<file path="config.mk">
export PLATFORM = sky130hd
export DESIGN_NAME = sls_loop_station
export DESIGN_NICKNAME = d
export VERILOG_FILES = /design/src/rtl/sls_flag_shift.v /design/src/rtl/sls_loop_station.v
export VERILOG_INCLUDE_DIRS = /design/src /design/src/rtl
export SDC_FILE = /design/constraint.sdc
export NUM_CORES = 1
export LEC_CHECK = 0
export BUFFER_PORTS_ARGS = -buffer_cell sky130_fd_sc_hd__clkbuf_2
export CAP_MARGIN = 20
export CORE_MARGIN = 10
export CORE_UTILIZATION = 50
export DETAILED_ROUTE_END_ITERATION = 7
export PLACE_DENSITY = 0.76
export SLEW_MARGIN = 20
export SYNTH_ARGS = -nofsm -noshare
export SYNTH_HDL_FRONTEND = slang
export SYNTH_SLANG_ARGS = --single-unit
</file>
<file path="constraint.sdc">
create_clock -name clk_i -period 3.42 [get_ports clk_i]
set_clock_uncertainty 0.15 [all_clocks]
set_input_delay 0.171 -clock clk_i [delete_from_list [all_inputs] [get_ports clk_i]]
set_output_delay 0.171 -clock clk_i [all_outputs]
set_load 0.005 [all_outputs]
</file>
<file path="src/rtl/sls_loop_regs.vh">
`ifndef SLS_LOOP_REGS_VH
`define SLS_LOOP_REGS_VH
`define SLS_CTL_LOOP_BIT    1
`define SLS_CTL_GOACT_BIT   4
`define SLS_STS_ONLOOP_BIT  1
`define SLS_STS_SENDING_BIT 4
`define SLS_FLAG_PATTERN    8'h7E
`define SLS_ONES_FOR_EOP    3'h7
`define SLS_ST_IDLE         3'h0
`define SLS_ST_WAIT_ON      3'h1
`define SLS_ST_ON_HUNT      3'h2
`define SLS_ST_ON_ARMED     3'h3
`define SLS_ST_SEND         3'h4
`define SLS_ST_CLOSE        3'h5
`define SLS_ST_OFF_WAIT     3'h6
`endif

</file>
<file path="src/rtl/sls_flag_shift.v">
`timescale 1ns/1ps
`include "sls_loop_regs.vh"
// Serialises a flag or a data byte, LSB first, with zero insertion in data bytes only
module sls_flag_shift (
	// Clock and reset
	input  wire       clk_i,
	input  wire       reset_i,
	// Control
	input  wire       load_flag_i,
	input  wire       load_data_i,
	input  wire [7:0] data_i,
	input  wire       step_i,
	// Output
	output reg        bit_o,
	output wire       done_o
);
	reg [7:0] shreg;
	reg [3:0] left;
	reg       stuff_on;
	reg [2:0] ones;
	reg       stuff_now;

	assign done_o = (left == 4'h0);

	always @(posedge clk_i) begin
		if (reset_i) begin
			shreg     <= `SLS_FLAG_PATTERN;
			left      <= 4'h0;
			stuff_on  <= 1'b0;
			ones      <= 3'h0;
			bit_o     <= 1'b1;
			stuff_now <= 1'b0;
		end else if (load_flag_i) begin
			shreg    <= `SLS_FLAG_PATTERN;
			left     <= 4'h8;
			stuff_on <= 1'b0;
			ones     <= 3'h0;
		end else if (load_data_i) begin
			shreg    <= data_i;
			left     <= 4'h8;
			stuff_on <= 1'b1;
		end else if (step_i && left != 4'h0) begin
			// Five ones in data force a zero so data never mimics a flag
			if (stuff_on && ones == 3'h5) begin
				bit_o <= 1'b0;
				ones  <= 3'h0;
			end else begin
				bit_o <= shreg[0];
				shreg <= {1'b0, shreg[7:1]};
				left  <= left - 4'h1;
				ones  <= shreg[0] ? ones + 3'h1 : 3'h0;
			end
		end
	end
endmodule

</file>
<file path="src/rtl/sls_loop_station.v">
`timescale 1ns/1ps
`include "sls_loop_regs.vh"
// Secondary loop station: repeater path, go-on-loop, respond to poll, orderly exit
module sls_loop_station (
	// Clock and reset
	input  wire       clk_i,
	input  wire       reset_i,
	// Serial bit timing
	input  wire       bit_tick_i,
	input  wire       rx_i,
	output reg        tx_o,
	// Control bits from misc_tx_rx_control
	input  wire [7:0] misc_tx_rx_control_i,
	input  wire       nrzi_i,
	input  wire       abort_on_underrun_i,
	input  wire       flag_idle_i,
	input  wire       ext_status_ie_i,
	// Transmit data
	input  wire [7:0] tx_data_i,
	input  wire       tx_data_valid_i,
	input  wire       tx_last_i,
	output wire       tx_data_ready_o,
	// Status
	output wire [7:0] misc_loop_status_o,
	output reg        break_abort_o,
	output reg        hunt_o,
	output reg        ext_status_irq_o,
	output wire       normal_mode_o,
	output wire       idle_abort_o,
	output wire       idle_mark_o
);
	reg  [2:0] state;
	reg  [2:0] next_state;
	reg  [2:0] ones;
	reg        rx_d;
	reg        on_loop;
	reg        sending;
	reg        delay_on;
	reg        connected;
	reg        loop_active;
	reg        last_pending;
	reg        got_flag;
	reg        extra_zero;
	reg        tx_level;
	reg        load_flag;
	reg        load_data;
	wire       sh_bit;
	wire       sh_done;
	wire       loop_sel;
	wire       goact;
	wire       eop_seen;
	wire       flag_seen;
	wire       repeat_bit;

	assign loop_sel = misc_tx_rx_control_i[`SLS_CTL_LOOP_BIT];
	assign goact    = misc_tx_rx_control_i[`SLS_CTL_GOACT_BIT];

	// Seventh one in a row ends a poll; a zero after six ones is a flag
	assign eop_seen  = bit_tick_i && rx_i && ones == 3'h6;
	assign flag_seen = bit_tick_i && !rx_i && ones == 3'h6;

	assign misc_loop_status_o = {3'h0, sending, 2'h0, on_loop, 1'b0};

	// Loop mode overrides idle and underrun choices
	assign normal_mode_o = !loop_active;
	assign idle_abort_o  = loop_active ? 1'b0 : abort_on_underrun_i;
	assign idle_mark_o   = loop_active ? 1'b0 : !flag_idle_i;

	assign tx_data_ready_o = (state == `SLS_ST_SEND) && sh_done && !last_pending;

	// One-bit delay or gate-only echo of the receive line
	assign repeat_bit = delay_on ? rx_d : rx_i;

	sls_flag_shift u_shift (
		.clk_i       (clk_i),
		.reset_i     (reset_i),
		.load_flag_i (load_flag),
		.load_data_i (load_data),
		.data_i      (tx_data_i),
		.step_i      (bit_tick_i),
		.bit_o       (sh_bit),
		.done_o      (sh_done)
	);

	always @* begin
		next_state = state;
		load_flag  = 1'b0;
		load_data  = 1'b0;
		case (state)
			`SLS_ST_IDLE: begin
				if (loop_sel) begin
					next_state = `SLS_ST_WAIT_ON;
					load_flag  = 1'b1;
				end
			end
			`SLS_ST_WAIT_ON: begin
				if (!loop_sel)
					next_state = `SLS_ST_IDLE;
				else if (goact && bit_tick_i && rx_i && ones == 3'h6)
					next_state = `SLS_ST_ON_HUNT;
			end
			`SLS_ST_ON_HUNT: begin
				if (!loop_sel)
					next_state = `SLS_ST_OFF_WAIT;
				else if (got_flag && eop_seen && goact) begin
					next_state = `SLS_ST_SEND;
					load_flag  = 1'b1;
				end
			end
			`SLS_ST_SEND: begin
				if (sh_done) begin
					if (tx_data_valid_i && !last_pending)
						load_data = 1'b1;
					else if (last_pending || !goact) begin
						next_state = `SLS_ST_CLOSE;
						load_flag  = 1'b1;
					end else
						load_flag = 1'b1;
				end
			end
			`SLS_ST_CLOSE: begin
				if (sh_done && bit_tick_i && !extra_zero)
					next_state = loop_sel ? `SLS_ST_ON_HUNT : `SLS_ST_OFF_WAIT;
			end
			`SLS_ST_OFF_WAIT: begin
				if (hunt_o || eop_seen || (bit_tick_i && rx_i && ones == 3'h6))
					next_state = `SLS_ST_IDLE;
			end
			default: next_state = `SLS_ST_IDLE;
		endcase
	end

	always @(posedge clk_i) begin
		if (reset_i) begin
			state            <= `SLS_ST_IDLE;
			ones             <= 3'h0;
			rx_d             <= 1'b1;
			on_loop          <= 1'b0;
			sending          <= 1'b0;
			delay_on         <= 1'b0;
			connected        <= 1'b0;
			loop_active      <= 1'b0;
			last_pending     <= 1'b0;
			got_flag         <= 1'b0;
			extra_zero       <= 1'b0;
			tx_level         <= 1'b1;
			tx_o             <= 1'b1;
			break_abort_o    <= 1'b0;
			hunt_o           <= 1'b0;
			ext_status_irq_o <= 1'b0;
		end else begin
			state <= next_state;
			if (bit_tick_i) begin
				rx_d <= rx_i;
				ones <= rx_i ? ((ones == 3'h7) ? ones : ones + 3'h1) : 3'h0;
			end
			ext_status_irq_o <= 1'b0;
			break_abort_o    <= 1'b0;
			if (state == `SLS_ST_IDLE && next_state == `SLS_ST_WAIT_ON) begin
				connected   <= 1'b1;
				loop_active <= 1'b1;
				delay_on    <= 1'b0;
			end
			if (state == `SLS_ST_WAIT_ON && next_state == `SLS_ST_ON_HUNT) begin
				break_abort_o    <= 1'b1;
				ext_status_irq_o <= ext_status_ie_i;
				delay_on         <= 1'b1;
				on_loop          <= 1'b1;
				hunt_o           <= 1'b1;
				got_flag         <= 1'b0;
			end
			if (state == `SLS_ST_ON_HUNT && flag_seen && hunt_o) begin
				hunt_o   <= 1'b0;
				got_flag <= 1'b1;
			end
			if (next_state == `SLS_ST_SEND && state == `SLS_ST_ON_HUNT) begin
				break_abort_o    <= 1'b1;
				ext_status_irq_o <= ext_status_ie_i;
				hunt_o           <= 1'b1;
				sending          <= 1'b1;
			end
			if (state == `SLS_ST_SEND && load_data)
				last_pending <= tx_last_i;
			if (state == `SLS_ST_SEND && load_flag && next_state == `SLS_ST_CLOSE) begin
				last_pending <= 1'b0;
				// Shared zero would leave tx inverted relative to rx
				extra_zero <= nrzi_i && (tx_level != rx_i);
			end
			if (state == `SLS_ST_CLOSE && sh_done && bit_tick_i && extra_zero)
				extra_zero <= 1'b0;
			if (state == `SLS_ST_CLOSE && next_state != `SLS_ST_CLOSE) begin
				sending <= 1'b0;
				if (!loop_sel)
					connected <= 1'b0;
			end
			if (state == `SLS_ST_OFF_WAIT && next_state == `SLS_ST_IDLE) begin
				break_abort_o    <= 1'b1;
				ext_status_irq_o <= ext_status_ie_i;
				on_loop     <= 1'b0;
				delay_on    <= 1'b0;
				connected   <= 1'b0;
				loop_active <= 1'b0;
				hunt_o      <= 1'b1;
				got_flag    <= 1'b0;
			end
			if (state == `SLS_ST_WAIT_ON && !loop_sel) begin
				connected   <= 1'b0;
				loop_active <= 1'b0;
			end
			// NRZI holds level for one, toggles for zero
			if (bit_tick_i) begin
				if (state == `SLS_ST_SEND || state == `SLS_ST_CLOSE) begin
					if (nrzi_i)
						tx_level <= (extra_zero && sh_done) ? !tx_level : (sh_bit ? tx_level : !tx_level);
					else
						tx_level <= (extra_zero && sh_done) ? 1'b0 : sh_bit;
				end else
					tx_level <= repeat_bit;
			end
			if (sending)
				tx_o <= tx_level;
			else if (connected)
				tx_o <= repeat_bit;
			else
				tx_o <= 1'b1;
		end
	end
endmodule

</file>
==> metrics.txt, run 1 <==
# TYPE chip_impl_metric gauge
chip_impl_metric{name="floorplan.core_area",unit="µm²"} 3971
chip_impl_metric{name="layout.cells.non_filler",unit=""} 325
chip_impl_metric{name="critical_path_required",unit="ns"} 3.41
chip_impl_info{name="critical_path.startpoint_type",value="register"} 1
chip_impl_metric{name="synth_warnings",unit=""} 0
chip_impl_info{name="cp_startpoint",value="u_shift.left[0]"} 1
chip_impl_info{name="worstReg2RegEnd",value="u_shift.shreg[5]"} 1
chip_impl_info{name="cts_root_buf",value="sky130_fd_sc_hd__clkbuf_8"} 1
chip_impl_metric{name="drt_iter0_drc",unit=""} 142
chip_impl_metric{name="syn_area_per_cell",unit="µm²"} 8.428
chip_impl_metric{name="setup.reg_to_reg.worst_slack",unit="ns"} 1.30
chip_impl_metric{name="max_slew_violation_count",unit=""} 0
chip_impl_metric{name="synth_seq_cells",unit=""} 37
chip_impl_metric{name="fp-row-count",unit=""} 23
chip_impl_info{name="worstReg2RegStart",value="u_shift.left[0]"} 1
chip_impl_metric{name="setup_total_negative_slack",unit="ns"} 0
chip_impl_metric{name="ys_async_sr_fraction",unit="%"} 0
chip_impl_metric{name="hold_slack",unit="ns"} 0.03366
chip_impl_metric{name="r2r.worst_path.cells",unit=""} 6
chip_impl_metric{name="cts.htree.levels",unit=""} 2
chip_impl_metric{name="synth_largest_type_area_fraction",unit="%"} 36.32
chip_impl_metric{name="viasPerCell",unit=""} 5.588
chip_impl_info{name="synth_ff_type",value="sky130_fd_sc_hd__dfxtp_1"} 1
chip_impl_metric{name="synth_area",unit="µm²"} 2039
chip_impl_metric{name="synth-compound-area-share",unit="%"} 18.77
chip_impl_metric{name="place_inst",unit=""} 308
chip_impl_metric{name="clk_path_buf_depth",unit=""} 2
chip_impl_metric{name="synth_cell_types",unit=""} 56
chip_impl_metric{name="worst_tran_pin_value",unit="ns"} 0.5855
chip_impl_metric{name="die_w",unit="µm"} 83.87
chip_impl_metric{name="cts_bufs_inserted",unit=""} 5
chip_impl_info{name="yosys-top-cells-count",value="37 x sky130_fd_sc_hd__dfxtp_1, 34 x sky130_fd_sc_hd__nand2_1, 19 x sky130_fd_sc_hd__a21oi_1, 14 x sky130_fd_sc_hd__nand3_1"} 1
chip_impl_metric{name="peakVddDrop",unit="V"} 0.0001491
chip_impl_metric{name="cap_violations",unit=""} 0
chip_impl_metric{name="detail_route.wirelength",unit="µm"} 4882
chip_impl_info{name="rsz0062_at_grt",value="no"} 1
chip_impl_metric{name="leakage",unit="µW"} 0.0009017
chip_impl_metric{name="floorplan.initialDensity",unit="%"} 51.35
chip_impl_metric{name="grt_pass1_wl",unit="µm"} 8169
chip_impl_metric{name="area_growth",unit="%"} 14.66
chip_impl_metric{name="synthXorXnorAreaFrac",unit="%"} 1.718
chip_impl_metric{name="grt_start_max_net_pins",unit=""} 18
chip_impl_metric{name="critPathArrivalTime",unit="ns"} 2.11
chip_impl_metric{name="synth-simple-area-share",unit="%"} 29.63
chip_impl_info{name="synthDominantAreaCellType",value="sky130_fd_sc_hd__dfxtp_1"} 1
chip_impl_metric{name="hold-path-cell-count",unit=""} 3
chip_impl_info{name="synth.most_common_cell",value="sky130_fd_sc_hd__dfxtp_1"} 1
chip_impl_metric{name="hold_viol_final",unit=""} 0
chip_impl_metric{name="clock.fmax",unit="MHz"} 472.1
chip_impl_metric{name="delay_of_the_slowest_critical_path_stage",unit="ns"} 0.53
chip_impl_info{name="setup.worst_path.end_class",value="register"} 1
chip_impl_metric{name="clock_latency_late_sink",unit="ns"} 0.30
chip_impl_metric{name="clk_pin_slew",unit="ns"} 0.08
chip_impl_info{name="worstSetupPathType",value="register to register"} 1
chip_impl_metric{name="finalCriticalPeriod",unit="ns"} 2.118
chip_impl_metric{name="dieHeight",unit="µm"} 83.87
chip_impl_metric{name="holdBufCountCts",unit=""} 9
chip_impl_metric{name="global_route.overflow_total",unit=""} 0
chip_impl_info{name="crit_path_top_delay_cell",value="sky130_fd_sc_hd__a221oi_2"} 1
chip_impl_info{name="hold_path.class",value="input pin to register"} 1
chip_impl_metric{name="dieArea",unit="µm²"} 7033
chip_impl_metric{name="first_global_vias",unit=""} 1782
chip_impl_metric{name="antenna_cells",unit=""} 0
chip_impl_metric{name="min_period_over_period",unit="%"} 61.93
chip_impl_metric{name="critical_path_fanout_max",unit=""} 7
chip_impl_metric{name="yosysSeqAreaShare",unit="%"} 36.32
chip_impl_metric{name="vias",unit=""} 1816
chip_impl_info{name="timing.hold.worst_endpoint",value="last_pending"} 1
chip_impl_metric{name="design.portCount",unit=""} 42
chip_impl_metric{name="detail_route.wl_per_cell",unit="µm"} 15.02
chip_impl_info{name="dominant_combinational_cell_family_by_area_after_synthesis",value="simple AND/OR/NAND/NOR gates"} 1
chip_impl_metric{name="post-cts-setup-buffers",unit=""} 0
chip_impl_info{name="hold_start",value="tx_data_valid_i"} 1
chip_impl_metric{name="detailedPlacementHpwl",unit="µm"} 3540
chip_impl_info{name="synth_area_leaders",value="sky130_fd_sc_hd__dfxtp_1 36%, sky130_fd_sc_hd__nand2_1 6.3%, sky130_fd_sc_hd__a21oi_1 4.7%"} 1
chip_impl_metric{name="final_layout_fill_cell_count",unit=""} 374
chip_impl_metric{name="grt.total_usage",unit="%"} 13.78
chip_impl_metric{name="ant_nets",unit=""} 0
chip_impl_metric{name="port_buffers",unit=""} 29
chip_impl_metric{name="cts_num_sinks",unit=""} 37
chip_impl_metric{name="p_total",unit="µW"} 948.2
chip_impl_metric{name="max-slew-margin-rel",unit="%"} 60.92
chip_impl_metric{name="synthAdderAreaFrac",unit="%"} 4.294
chip_impl_metric{name="setup_viol",unit=""} 0
chip_impl_metric{name="post_cts.resized_instances",unit=""} 0
chip_impl_info{name="tritoncts",value="yes"} 1
chip_impl_metric{name="cellPowerDensity",unit="nW/µm²"} 405.5
chip_impl_metric{name="antenna_found_initial",unit=""} 0
chip_impl_info{name="crit_chain",value="inv_1 > ha_1 > or3b_1 > nor3_4 > a221oi_2 > nand4_1"} 1
chip_impl_metric{name="synthMuxAreaShare",unit="%"} 1.963
chip_impl_metric{name="synth_edf_count",unit=""} 0
chip_impl_metric{name="layout_cell_share_with_drive_strength_beyond_1",unit="%"} 19.27
chip_impl_metric{name="place_congestion",unit=""} 0.9032
chip_impl_info{name="outcome",value="finished clean"} 1
chip_impl_metric{name="detail_route.drc_violations",unit=""} 0
chip_impl_metric{name="nets",unit=""} 307
chip_impl_metric{name="syn-instance-count",unit=""} 242
chip_impl_metric{name="drt-pass1-iter-count",unit=""} 4
-- state kept, by name, summed over array words and instances (netlist names), 3 cells and up --
signal,cells
state,3
ones,3
u_shift.ones,3
u_shift.shreg,8
u_shift.left,4
-- worst max-delay path by stage --
stage	to	slack, ns	cells after the start
after CTS	tx_data_ready_o	1.31	6
after global routing	u_shift.shreg[5]	1.12	6
after floorplan	u_shift.shreg[0]	1.56	6
after detailed placement	u_shift.shreg[0]	1.34	6
final	u_shift.shreg[5]	1.30	6
after global placement	u_shift.shreg[0]	1.38	6
-- cells by family after synthesis --
logic type               Yosys count
adder cells (fa/ha/maj)            7
AND/OR/NAND/NOR                  107
multiplexers                       4
other                              1
buffers and inverters             29
XOR/XNOR                           4
flip-flops                        37
AO/OA/AOI/OAI                     53
-- layer usage --
layer	wire (µm)	track usage (%)	part of all wire, %
met5	0	0	0
met4	88	6.545	1.8
met3	262	4.004	5.4
met2	2355	23.34	48
met1	2176	15.39	45
-- cell type report --
class	instances	area (µm²)	share of cell area (%)
Clock buffer	5	68.82	2.943
Clock inverter	3	17.52	0.7491
Inverter	11	41.29	1.766
Multi-Input combinational cell	181	1172	50.13
Sequential cell	37	740.7	31.67
Tap cell	50	62.56	2.675
Timing Repair Buffer	38	235.2	10.06
-- worst max-delay path: cells and delay by family, from the launching register on --
kind / cells / cell delay (ns)
AND/OR/NAND/NOR: 3 / 0.62
AO/OA/AOI/OAI: 1 / 0.53
flip-flops: 1 / 0.37
adder cells (fa/ha/maj): 1 / 0.22
buffers and inverters: 1 / 0.07
-- power breakdown --
group	total, µW	leakage [µW]	internal [µW]	switching [µW]
registers	470	0.000301	451	18.8
clock network	307	0.0000439	141	166
logic	171	0.000556	72.6	98.5
-- cell usage in the layout (no fill, tap or decap), drive strengths merged, types with 9 or more instances in the layout --
| cell | synthesis | final |
|---|---|---|
| dfxtp | 37 | 37 |
| nand2 | 34 | 34 |
| clkbuf | 5 | 34 |
| a21oi | 19 | 19 |
| nand3 | 14 | 14 |
| nor2 | 11 | 11 |
| nand4 | 11 | 11 |
| inv | 11 | 11 |
| dlygate4sd3 | 0 | 9 |
| o21ai | 9 | 9 |
-- stage by stage --
stage	instance area (µm²)	setup slack [ns]	utilization, %
6_report	2338	1.302	58.88
3_3_place_gp	2162	1.380	54.44
3_5_place_dp	2162	1.340	54.44
5_1_grt	2338	1.117	58.88
2_1_floorplan	2058	1.556	-
4_1_cts	2338	1.306	58.88
Power figures use the tool's default switching activity.
==> run 2: changes to the inputs <==
Clock period 3.42 ns to 2.1 ns, I/O delays scaled along.
==> metrics.txt, run 2 (synthesis gave the netlist of run 1 again) <==
# TYPE chip_impl_metric gauge
chip_impl_metric{name="grt_pass1_wl",unit="µm"} 8411
chip_impl_metric{name="grt_start_max_net_pins",unit=""} 18
chip_impl_metric{name="cellPowerDensity",unit="nW/µm²"} 704.5
chip_impl_metric{name="nets",unit=""} 315
chip_impl_info{name="largest-register",value="u_shift.shreg"} 1
chip_impl_info{name="worstSetupPathType",value="register to register"} 1
chip_impl_metric{name="floorplan.initialDensity",unit="%"} 51.35
chip_impl_metric{name="cap_violations",unit=""} 0
chip_impl_info{name="final_common_cell",value="sky130_fd_sc_hd__dfxtp_1"} 1
chip_impl_metric{name="cts.htree.levels",unit=""} 2
chip_impl_metric{name="finalCriticalPeriod",unit="ns"} 2.040
chip_impl_metric{name="vias",unit=""} 1888
chip_impl_metric{name="share_of_total_power_in_sequential_cells",unit="%"} 44.5
chip_impl_metric{name="leakage",unit="µW"} 0.0009554
chip_impl_metric{name="detail_route.wl_per_cell",unit="µm"} 14.87
chip_impl_metric{name="max_slew_violation_count",unit=""} 0
chip_impl_metric{name="setup.reg_to_reg.worst_slack",unit="ns"} 0.06
chip_impl_info{name="most-common-layout-cells",value="37 x sky130_fd_sc_hd__dfxtp_1, 34 x sky130_fd_sc_hd__nand2_1, 29 x sky130_fd_sc_hd__clkbuf_2, 19 x sky130_fd_sc_hd__a21oi_1, 14 x sky130_fd_sc_hd__nand3_1"} 1
chip_impl_info{name="critical_path.startpoint_type",value="register"} 1
chip_impl_metric{name="critPathArrivalTime",unit="ns"} 2.10
chip_impl_info{name="tritoncts",value="yes"} 1
chip_impl_metric{name="detail_route.drc_violations",unit=""} 0
chip_impl_metric{name="clock_latency_late_sink",unit="ns"} 0.30
chip_impl_metric{name="power.net_switching",unit="µW"} 462.3
chip_impl_metric{name="port_buffers",unit=""} 29
chip_impl_metric{name="clk_pin_slew",unit="ns"} 0.08
chip_impl_metric{name="ant_nets",unit=""} 0
chip_impl_metric{name="antenna_found_initial",unit=""} 0
chip_impl_metric{name="final_layout_fill_cell_count",unit=""} 348
chip_impl_metric{name="grt.total_usage",unit="%"} 13.89
chip_impl_metric{name="die_w",unit="µm"} 83.87
chip_impl_metric{name="global_route.overflow_total",unit=""} 0
chip_impl_metric{name="post-cts-setup-buffers",unit=""} 0
chip_impl_metric{name="cts_bufs_inserted",unit=""} 5
chip_impl_metric{name="dieHeight",unit="µm"} 83.87
chip_impl_metric{name="min_period_over_period",unit="%"} 97.12
chip_impl_metric{name="hold_viol_final",unit=""} 0
chip_impl_metric{name="cts_num_sinks",unit=""} 37
chip_impl_metric{name="setup_total_negative_slack",unit="ns"} 0
chip_impl_metric{name="area_growth",unit="%"} 19.82
chip_impl_metric{name="place_congestion",unit=""} 0.9286
chip_impl_metric{name="largest_reg_flops",unit=""} 8
chip_impl_metric{name="multi_input_comb_area",unit="µm²"} 1181
chip_impl_info{name="top_regs",value="u_shift.shreg (8), u_shift.left (4)"} 1
chip_impl_metric{name="critical_path_required",unit="ns"} 2.16
chip_impl_metric{name="power.internal",unit="µW"} 1259
chip_impl_metric{name="antenna_cells",unit=""} 0
chip_impl_info{name="outcome",value="finished clean"} 1
chip_impl_info{name="hold_path.class",value="input pin to register"} 1
chip_impl_metric{name="setup_viol",unit=""} 0
chip_impl_metric{name="design.portCount",unit=""} 42
chip_impl_metric{name="first_global_vias",unit=""} 1872
chip_impl_metric{name="dieArea",unit="µm²"} 7033
chip_impl_metric{name="floorplan.core_area",unit="µm²"} 3971
chip_impl_info{name="setup.worst_path.end_class",value="register"} 1
chip_impl_metric{name="drt_iter0_drc",unit=""} 171
chip_impl_info{name="cts_root_buf",value="sky130_fd_sc_hd__clkbuf_8"} 1
chip_impl_metric{name="peakVddDrop",unit="V"} 0.0003111
chip_impl_metric{name="layout_cell_share_with_drive_strength_beyond_1",unit="%"} 21.55
chip_impl_metric{name="clk_path_buf_depth",unit=""} 2
chip_impl_metric{name="detailedPlacementHpwl",unit="µm"} 3526
chip_impl_metric{name="drt-pass1-iter-count",unit=""} 4
chip_impl_metric{name="critical_path_fanout_max",unit=""} 7
chip_impl_metric{name="fp-row-count",unit=""} 23
chip_impl_metric{name="viasPerCell",unit=""} 5.670
chip_impl_metric{name="clockPowerShare",unit="%"} 38.0
chip_impl_metric{name="power_switching_share",unit="%"} 26.85
chip_impl_metric{name="hold_slack",unit="ns"} 0.03132
chip_impl_metric{name="layout.area.seq",unit="µm²"} 740.7
chip_impl_metric{name="combPwrFrac",unit="%"} 17.5
chip_impl_metric{name="detail_route.wirelength",unit="µm"} 4952
chip_impl_metric{name="clock.fmax",unit="MHz"} 490.3
-- run 2: path summary, 6_finish.rpt --
check	depth (start not counted)	start	endpoint
worst max-delay path	6	u_shift.left[0]	u_shift.ones[2]
worst min-delay path	3	nrzi_i	extra_zero
worst max register to register	6	u_shift.left[0]	u_shift.ones[2]
worst min register to register	2	on_loop	on_loop
-- run 2: through the flow --
| stage | instance area [µm²] | setup slack [ns] | total power, µW | utilization (%) | instances |
|---|---|---|---|---|---|
| finish | 2444 | 0.06042 | 1722 | 61.53 | 333 |
| global placement | 2215 | 0.1654 | 1046 | 55.77 | 315 |
| floorplan | 2058 | 0.2363 | 982.7 | - | 247 |
| global route | 2444 | -0.01115 | 1804 | 61.53 | 333 |
| CTS | 2435 | 0.04012 | 1712 | 61.31 | 333 |
| detailed placement | 2215 | 0.09592 | 1052 | 55.77 | 315 |
-- run 2: area by class of cell --
type	count	share of cell area, %
Sequential cell	37	30.31
Clock buffer	6	3.379
Multi-Input combinational cell	181	48.34
Tap cell	50	2.560
Inverter	11	1.690
Clock inverter	2	1.536
Timing Repair Buffer	46	12.19
-- run 2: metal layers --
| layer | vias up | wire (µm) | track usage, % | share of wire, % |
|---|---|---|---|---|
| met2 | 50 | 2385 | 23.00 | 48 |
| met4 | 0 | 108 | 5.023 | 2.2 |
| li1 | 947 | - | - | - |
| met5 | - | 0 | 0 | 0 |
| met1 | 881 | 2167 | 16.78 | 44 |
| met3 | 10 | 291 | 3.613 | 5.9 |
-- run 2: critical path, stage by stage (launching register included) --
cell and delay, ns:
sky130_fd_sc_hd__dfxtp_1 0.37, sky130_fd_sc_hd__inv_1 0.09, sky130_fd_sc_hd__ha_1 0.23, sky130_fd_sc_hd__or3b_4 0.30
sky130_fd_sc_hd__nand4_1 0.18, sky130_fd_sc_hd__or3b_1 0.41, sky130_fd_sc_hd__a21oi_1 0.23
-- run 2: timing repair --
| item | in CTS | in global routing |
|---|---|---|
| gates resized for setup | 0 | 2 |
| hold endpoints to repair | 9 | 0 |
| hold buffers | 10 | 0 |
| setup endpoints to repair | 0 | 3 |
-- run 2: power by group through the flow --
stage | clock (µW) | sequential, µW | combinational, µW
2_1_floorplan | 0 | 772 | 211
3_3_place_gp | 0 | 778 | 268
3_5_place_dp | 0 | 780 | 272
4_1_cts | 660 | 763 | 289
5_1_grt | 697 | 771 | 336
6_report | 653 | 767 | 302
